`config.mk`:
```
export PLATFORM = sky130hd
export DESIGN_NAME = port1_gpio
export DESIGN_NICKNAME = d
export VERILOG_FILES = /design/src/common/port1_pkg.sv /design/src/design/port1_gpio.sv
export SDC_FILE = /design/constraint.sdc
export NUM_CORES = 1
export LEC_CHECK = 0
export ABC_CLOCK_PERIOD_IN_PS = 5200
export BUFFER_PORTS_ARGS = -buffer_cell sky130_fd_sc_hd__buf_2
export CAP_MARGIN = 20
export CORE_UTILIZATION = 56
export CTS_CLUSTER_DIAMETER = 200
export DETAILED_ROUTE_END_ITERATION = 6
export GPL_ROUTABILITY_DRIVEN = 1
export MAX_ROUTING_LAYER = met4
export PLACE_DENSITY = 0.85
export SYNTH_ARGS = -nofsm -noshare
export SYNTH_HDL_FRONTEND = slang
export SYNTH_SLANG_ARGS = --single-unit
```
`constraint.sdc`:
```
create_clock -name core_clk_i -period 5.2 [get_ports core_clk_i]
set_input_delay 1.04 -clock core_clk_i [delete_from_list [all_inputs] [get_ports core_clk_i]]
set_output_delay 1.04 -clock core_clk_i [all_outputs]
set_load 0.02 [all_outputs]
```
`src/common/port1_pkg.sv`:
```
// Constants, register map and carrier types for the port 1 pin controller.
// Assumes a plain one-cycle register port with read data one cycle later.
// Summary of operation
// - Select bit 7 gives pin 7 to interrupt 3/timer V
// - Select bit 6 gives pin 6 to interrupt 2
// - Select bit 5 gives pin 5 to interrupt 1/timer B1
// - Select bit 4 gives pin 4 to interrupt 0
// - Select bit 3 routes second serial transmit out
// - Select bit 2 makes pin 1 the PWM output
// - Select bit 1 routes serial transmit out
// - Select bit 0 makes pin 0 clock output
// - Direction 1 drives pin, 0 makes input
// - Stored data bit is the pin output level
// - Output pins read back stored data
// - Input pins read back the two-flop synchronised pin level
// - Reserved bit 3 of data and pull-up reads 1
// - Pull-up acts only on input pins
// - Pull-up on when enable is 1
// - Reset makes every pin an input, bits clear
// - Direction bits are write only, per pin
// - Pin alternate functions override the direction bit for drive, not for readback
package port1_pkg;

    localparam int unsigned ADDR_W = 4;
    localparam int unsigned DATA_W = 8;

    localparam logic [ADDR_W-1:0] FUNC_SEL_OFS = 4'h0;
    localparam logic [ADDR_W-1:0] DIR_OFS      = 4'h4;
    localparam logic [ADDR_W-1:0] DATA_OFS     = 4'h8;
    localparam logic [ADDR_W-1:0] PULLUP_OFS   = 4'hc;

    localparam logic [DATA_W-1:0] FUNC_SEL_RST = 8'h00;
    localparam logic [DATA_W-1:0] DIR_RST      = 8'h00;
    localparam logic [DATA_W-1:0] DATA_RST     = 8'h00;
    localparam logic [DATA_W-1:0] PULLUP_RST   = 8'h00;

    // Pins that exist; bit 3 is reserved
    localparam logic [DATA_W-1:0] PIN_MASK     = 8'hf7;
    localparam logic [DATA_W-1:0] RSVD_ONES    = 8'h08;
    localparam logic [DATA_W-1:0] UNMAPPED_RD  = 8'h00;

    localparam int unsigned SEL_RTC  = 0;
    localparam int unsigned SEL_TX   = 1;
    localparam int unsigned SEL_PWM  = 2;
    localparam int unsigned SEL_TX2  = 3;
    localparam int unsigned SEL_INT0 = 4;
    localparam int unsigned SEL_INT1 = 5;
    localparam int unsigned SEL_INT2 = 6;
    localparam int unsigned SEL_INT3 = 7;

    typedef struct packed {
        logic [ADDR_W-1:0] addr;
        logic [DATA_W-1:0] wdata;
        logic              wr;
        logic              rd;
    } reg_req_type;

    typedef struct packed {
        logic ext_int3_in;
        logic ext_int2_in;
        logic ext_int1_in;
        logic ext_int0_in;
        logic timer_v_trigger_in;
        logic timer_b1_event_in;
    } func_in_type;

endpackage

```
`src/design/port1_gpio.sv`:
```
// Port 1 pin controller: function select, direction, data and pull-up registers.
// Assumes pins are asynchronous inputs and the pad resolves drive from the enables.
//
// The plain strobed port and the register addresses were decided locally.
`timescale 1ns/100ps
module port1_gpio
    import port1_pkg::*;
(
    input  wire logic              core_clk_i,
    input  wire logic              sys_rst_i,
    input  wire reg_req_type       req_i,
    output logic [DATA_W-1:0]      rdata_o,
    input  wire logic [DATA_W-1:0] pin_i,
    output logic [DATA_W-1:0]      pin_o,
    output logic [DATA_W-1:0]      pin_oe_n_o,
    output logic [DATA_W-1:0]      pullup_on_o,
    input  wire logic              pwm_i,
    input  wire logic              rtc_clock_i,
    output func_in_type            func_o,
    output logic                   serial2_tx_select_o,
    output logic                   serial_tx_select_o
);

    logic [DATA_W-1:0] func_sel_q;
    logic [DATA_W-1:0] dir_q;
    logic [DATA_W-1:0] data_q;
    logic [DATA_W-1:0] pullup_q;
    logic [DATA_W-1:0] sync1_q;
    logic [DATA_W-1:0] sync2_q;
    logic [DATA_W-1:0] rdata_d;
    logic [DATA_W-1:0] alt_out_en;
    logic [DATA_W-1:0] alt_in_en;
    logic [DATA_W-1:0] alt_level;
    logic [DATA_W-1:0] gpio_drive;

    function automatic logic hit(input reg_req_type r, input logic [ADDR_W-1:0] ofs);
        hit = r.wr && (r.addr == ofs);
    endfunction

    always_ff @(posedge core_clk_i or posedge sys_rst_i) begin
        if (sys_rst_i) begin
            func_sel_q <= FUNC_SEL_RST;
        end else if (hit(req_i, FUNC_SEL_OFS)) begin
            func_sel_q <= req_i.wdata;
        end
    end

    always_ff @(posedge core_clk_i or posedge sys_rst_i) begin
        if (sys_rst_i) begin
            dir_q <= DIR_RST;
        end else if (hit(req_i, DIR_OFS)) begin
            dir_q <= req_i.wdata & PIN_MASK;
        end
    end

    always_ff @(posedge core_clk_i or posedge sys_rst_i) begin
        if (sys_rst_i) begin
            data_q <= DATA_RST;
        end else if (hit(req_i, DATA_OFS)) begin
            data_q <= req_i.wdata & PIN_MASK;
        end
    end

    always_ff @(posedge core_clk_i or posedge sys_rst_i) begin
        if (sys_rst_i) begin
            pullup_q <= PULLUP_RST;
        end else if (hit(req_i, PULLUP_OFS)) begin
            pullup_q <= req_i.wdata & PIN_MASK;
        end
    end

    // Two-flop synchroniser on pad levels
    always_ff @(posedge core_clk_i or posedge sys_rst_i) begin
        if (sys_rst_i) begin
            sync1_q <= '0;
            sync2_q <= '0;
        end else begin
            sync1_q <= pin_i;
            sync2_q <= sync1_q;
        end
    end

    // Pin ownership by alternate function
    always_comb begin
        alt_out_en = '0;
        alt_in_en  = '0;
        alt_level  = '0;
        alt_in_en[7]  = func_sel_q[SEL_INT3];
        alt_in_en[6]  = func_sel_q[SEL_INT2];
        alt_in_en[5]  = func_sel_q[SEL_INT1];
        alt_in_en[4]  = func_sel_q[SEL_INT0];
        alt_out_en[1] = func_sel_q[SEL_PWM];
        alt_level[1]  = pwm_i;
        alt_out_en[0] = func_sel_q[SEL_RTC];
        alt_level[0]  = rtc_clock_i;
    end

    assign gpio_drive = dir_q & ~(alt_out_en | alt_in_en) & PIN_MASK;

    always_ff @(posedge core_clk_i or posedge sys_rst_i) begin
        if (sys_rst_i) begin
            pin_o       <= '0;
            pin_oe_n_o  <= '1;
            pullup_on_o <= '0;
        end else begin
            pin_o       <= (alt_out_en & alt_level) | (~alt_out_en & data_q);
            pin_oe_n_o  <= ~(gpio_drive | alt_out_en);
            pullup_on_o <= pullup_q & ~gpio_drive & ~alt_out_en & PIN_MASK;
        end
    end

    always_ff @(posedge core_clk_i or posedge sys_rst_i) begin
        if (sys_rst_i) begin
            func_o              <= '0;
            serial2_tx_select_o <= 1'b0;
            serial_tx_select_o  <= 1'b0;
        end else begin
            func_o.ext_int3_in        <= func_sel_q[SEL_INT3] & sync2_q[7];
            func_o.timer_v_trigger_in <= func_sel_q[SEL_INT3] & sync2_q[7];
            func_o.ext_int2_in        <= func_sel_q[SEL_INT2] & sync2_q[6];
            func_o.ext_int1_in        <= func_sel_q[SEL_INT1] & sync2_q[5];
            func_o.timer_b1_event_in  <= func_sel_q[SEL_INT1] & sync2_q[5];
            func_o.ext_int0_in        <= func_sel_q[SEL_INT0] & sync2_q[4];
            serial2_tx_select_o       <= func_sel_q[SEL_TX2];
            serial_tx_select_o        <= func_sel_q[SEL_TX];
        end
    end

    always_comb begin
        rdata_d = UNMAPPED_RD;
        if (req_i.rd) begin
            unique case (req_i.addr)
                FUNC_SEL_OFS: rdata_d = func_sel_q;
                DATA_OFS:     rdata_d = (((dir_q & data_q) | (~dir_q & sync2_q)) & PIN_MASK) | RSVD_ONES;
                PULLUP_OFS:   rdata_d = pullup_q | RSVD_ONES;
                default:      rdata_d = UNMAPPED_RD; // direction reads as zero
            endcase
        end
    end

    always_ff @(posedge core_clk_i or posedge sys_rst_i) begin
        if (sys_rst_i) begin
            rdata_o <= '0;
        end else begin
            rdata_o <= rdata_d;
        end
    end

endmodule

```
### Word level (Yosys, flattened, before mapping)

Index checks and enable logic that the tools add are counted.

| word-level totals | value |
|---|---|
| latch bits | 0 |
| memories | 0 |
| RAM bits | 0 |
| flip-flop bits (word level) | 82 |
| bits in read-only memories | 0 |

| operators by class | value |
|---|---|
| bitwise gates (word level) | 20 |
| shift operators | 0 |
| muxes and demuxes | 2 |
| $lt $le $gt $ge | 0 |
| multipliers | 0 |
| eq/ne operators | 3 |
| div/mod/pow operators | 0 |
| add/sub/neg operators | 0 |
| reduce and logical (&&, ||, !) cells | 5 |

Operator list:

| cell | number |
|---|---|
| AND 8 bit | 6 |
| NOT 8 bit | 4 |
| case mux 8 bit (3 select lines) | 1 |
| OR 2 x 8 -> 8 bit | 2 |
| == test 4 bit (second input constant) | 2 |
| two-way mux 8 bit | 1 |
| NOT 2 -> 8 bit | 1 |
| OR 8 x 2 -> 8 bit | 1 |
| OR 8 bit | 1 |
| AND 1 bit | 4 |
| == test 4 x 3 -> 1 bit (second input constant) | 1 |
| logical AND 1 bit | 4 |
| zero test 4 bit | 1 |
| AND 2 bit | 1 |

### Depth between registers and ports, before layout

| logic depth | value |
|---|---|
| word-level depth | 6 |
| mapped depth | 5 |
| depth with buffers taken out | 3 |

### Worst setup path after synthesis

No wires, ideal clock.

| timing | value |
|---|---|
| path kind | input-to-reg |
| start | input port req_i[13] in the netlist's numbering |
| end | register pullup_q[0] |
| stages on the path | 5 |
| setup slack | 3.132 ns |
| arrival | 1.943 ns |
| cells stage by stage | buf_2 > and2_1 > buf_2 > nand2_2 > mux2_2 |

| on the way | value |
|---|---|
| word-level cells in the longest chain between the ends | 2 |

RTL lines:

| what | RTL line | RTL |
|---|---|---|
| start: declaration | port1_gpio.sv:11 | `input wire reg_req_type req_i,` |
| == test 4 bit | port1_gpio.sv:37 | `hit = r.wr && (r.addr == ofs);` |
| logical AND 1 bit | port1_gpio.sv:37 |  |
| end signal: assignment | port1_gpio.sv:68 | `pullup_q <= req_i.wdata & PIN_MASK;` |
| end: declaration | port1_gpio.sv:27 | `logic [DATA_W-1:0] pullup_q;` |

Every way passes these cells.
A chain may end at the register's enable or synchronous reset.

### Worst setup path in the final report

| timing | value |
|---|---|
| start | input port req_i[12] in the netlist's numbering |
| end | register func_sel_q[4] |

| on the way | value |
|---|---|
| word-level cells in the longest chain between the ends | 2 |

RTL lines:

| what | RTL line | RTL |
|---|---|---|
| zero test 4 bit | port1_gpio.sv:37 |  |
| logical AND 1 bit | port1_gpio.sv:37 |  |
| end signal: assignment | port1_gpio.sv:44 | `func_sel_q <= req_i.wdata;` |
| end: declaration | port1_gpio.sv:24 | `logic [DATA_W-1:0] func_sel_q;` |

Every way passes these cells.

==> out/results.ini <==
[placed_design]
post_dp_cell_area_mm2=0.00310
hpwl_mm=2.93
globalplace.congestion=0.731
place_inst=296
io_buffers=61

[cells_and_area]
design_area_mm2=0.00328
seq_area_mm2=0.00196
final_common_cell=dfrtp_1
drive_gt1_share_pct=52.5
diodes=0
multi_input_area_um2=739
post-route-util_pct=69.4
syn_to_final_growth_pct=19.1
layout.nets=266
layout_common_cells=dfrtp_1 (71), buf_2 (61), mux2_2 (37)
fin_cells=311
fillers=323

[critical_path]
cp_num_buf_inv=1
path_delay_family=simple AND/OR/NAND/NOR gates
critPathSlowestCell=nor2_1
critPathCaptureType=flop
cp.required_ps=5410
critPathMaxFanout=8
crit_chain=buf_2 > nor2_1 > nand2_2 > mux2_2
start_kind=input pin
crit_path_max_incr_delay_ps=480
worstPathArrival_ps=2310
worstSetupPathType=in -> reg

[route]
antenna_left=0
drt_wl_total_mm=4.34
drt_iter0_drc=76
viasPerCell=4.99
drcViolationCount=0
vias=1553
first_pass_iters=4
routedWlPerCell_um=13.9

[logic_synthesis]
synthSimpleGateAreaFrac_pct=8.09
synth_top_cell_area_share_pct=64.6
synth.distinct_cells=21
yosysTopAreaCell=dfrtp_1
yosysWarnings=0
synth_edf_count=0
synth_top_family_by_area=multiplexers
ys_seq_elements=78
syn_avg_cell_area_um2=15.9
syn-instance-count=173
ys_seq_area_share_pct=71.3
synth_top_flop_cell=dfrtp_1
async_reset_ff_share_pct=100
synth-adder-area-share_pct=0
synth_area_leaders=dfrtp_1 (65%), mux2_2 (15%), dfstp_2 (6.7%)
synth_compound_area_share_pct=2.86
synthXorXnorAreaFrac_pct=0
netlist_area_mm2=0.00275
synthMuxAreaShare_pct=15.5

[timing]
final_max_slew_viol_count=0
finalCritPeriodShare_pct=40.3
fin_crit_ps=2100
finalHoldViolations=0
fmax_ghz=0.477
rsz0062_at_grt=no
skew_ps=5.81
setup_viol=0
relSlewSlack_pct=51.2
worst_pin_slew_ps=729
tns_ps=0

[die]
die-area_mm2=0.00520
rows=25
io_pins=66
start_util_pct=58.3
die_h_um=72.1
dieWidth_um=72.1
core-area_mm2=0.00472

[pwr]
p_leak_nw=1.61
power_frac_comb_pct=18.0
power_density_mw_per_mm2=434
switching_share_pct=27.4
power.clock.fraction_pct=27.4
sequentialPowerShare_pct=54.6
internal_power_mw=1.03
ir_worst_vdd_v=0.000206
p_switching_mw=0.389

[run_status]
status=completed

[flow_run]
maxCapViolations=0

[global_routing]
antenna_found_initial=0
grt_max_degree=47
gr-total-overflow=0
grt_pass1_vias=1461
grt_pass1_wl_mm=7.08
track_usage_pct=19.4

[cts]
post_cts_resized=0
cts_made_buffers=9
tritoncts=built
clock_latency_ps=330
cts_htree_levels=3
clkSinkCount=78
postCtsSetupBuffers=0
ctsHoldBuffers=0
clk_path_buf_depth=2
cts_root_buffer=clkbuf_8
path_clk_slew_ps=70

[worst_hold_path]
hold_class=reg -> reg

## path summary, 6_finish.rpt
kind                       slack, ps                 start                        end  cells past startpoint
min in group asynchronous        790             sys_rst_i        func_o[2]$_DFF_PP0_                      2
min                              350  sync1_q[0]$_DFF_PP0_       sync2_q[0]$_DFF_PP0_                      0
max reg2reg                     3910  dir_q[0]$_DFFE_PP0P_       rdata_o[0]$_DFF_PP0_                      3
max                             3100             req_i[12]  func_sel_q[4]$_DFFE_PP0P_                      4
max in group asynchronous       3420             sys_rst_i    pin_oe_n_o[5]$_DFF_PP1_                      3
min reg2reg                      350  sync1_q[0]$_DFF_PP0_       sync2_q[0]$_DFF_PP0_                      0
## worst reg2reg max path: cells and delay by family, from the launching register on
family	cells	cell delay (ps)
multiplexers	1	340
flip-flops	1	380
AO/OA/AOI/OAI	1	320
AND/OR/NAND/NOR	1	120
## kinds of logic after synthesis
logic type             Yosys count
DFF                             78
muxes                           38
and+or+nand+nor                 37
AOI/OAI and AO/OA                9
buffers and inverters            9
other                            2
## Yosys cell counts, drive strengths merged, types with 2 or more instances
library cell / n
inv: 2
nand2b: 5
mux2: 37
dfstp: 7
dfrtp: 71
a21oi: 2
nor2: 12
nand2: 3
conb: 2
nand3b: 2
a222oi: 6
buf: 7
and2: 11
## layer usage
layer	up-vias	global-route usage [%]	share of wire, %
met5	-	-	0
met1	771	24.7	43
met4	0	8.06	1.4
met2	50	29.7	51
met3	7	5.00	4.4
li1	725	-	-
## power groups by stage
stage / combinational (mW) / clock (mW) / sequential, mW
after global routing: 0.278 / 0.424 / 0.790
after global placement: 0.253 / 0 / 0.785
final: 0.257 / 0.390 / 0.777
after detailed placement: 0.259 / 0 / 0.788
after CTS: 0.260 / 0.397 / 0.776
after floorplan: 0.120 / 0 / 0.843
## sequential cells by signal, indices dropped and copies added (netlist names)
register and count:
data_q 7, dir_q 7, func_o 4, func_sel_q 8, pin_o 7, pin_oe_n_o 7
pullup_on_o 7, pullup_q 7, rdata_o 8, serial2_tx_select_o 1, serial_tx_select_o 1, sync1_q 7
sync2_q 7
## layout make-up
class | count | share of cell area, %
clock buffer | 11 | 4.62
inverter | 2 | 0.229
timing repair buffer | 62 | 9.54
multi-input combinational | 87 | 22.6
clock inverter | 4 | 0.687
sequential | 78 | 59.8
tap | 67 | 2.56
## metrics by stage
step                power, mW  hold slack [ps]  setup slack, ps
global route             1.49              362             3020
CTS                      1.43              352             3090
global placement         1.04              332             2790
detailed placement       1.05              336             2740
floorplan               0.963              331             2180
finish                   1.42              350             3100
(Power assumes the default switching activity.)
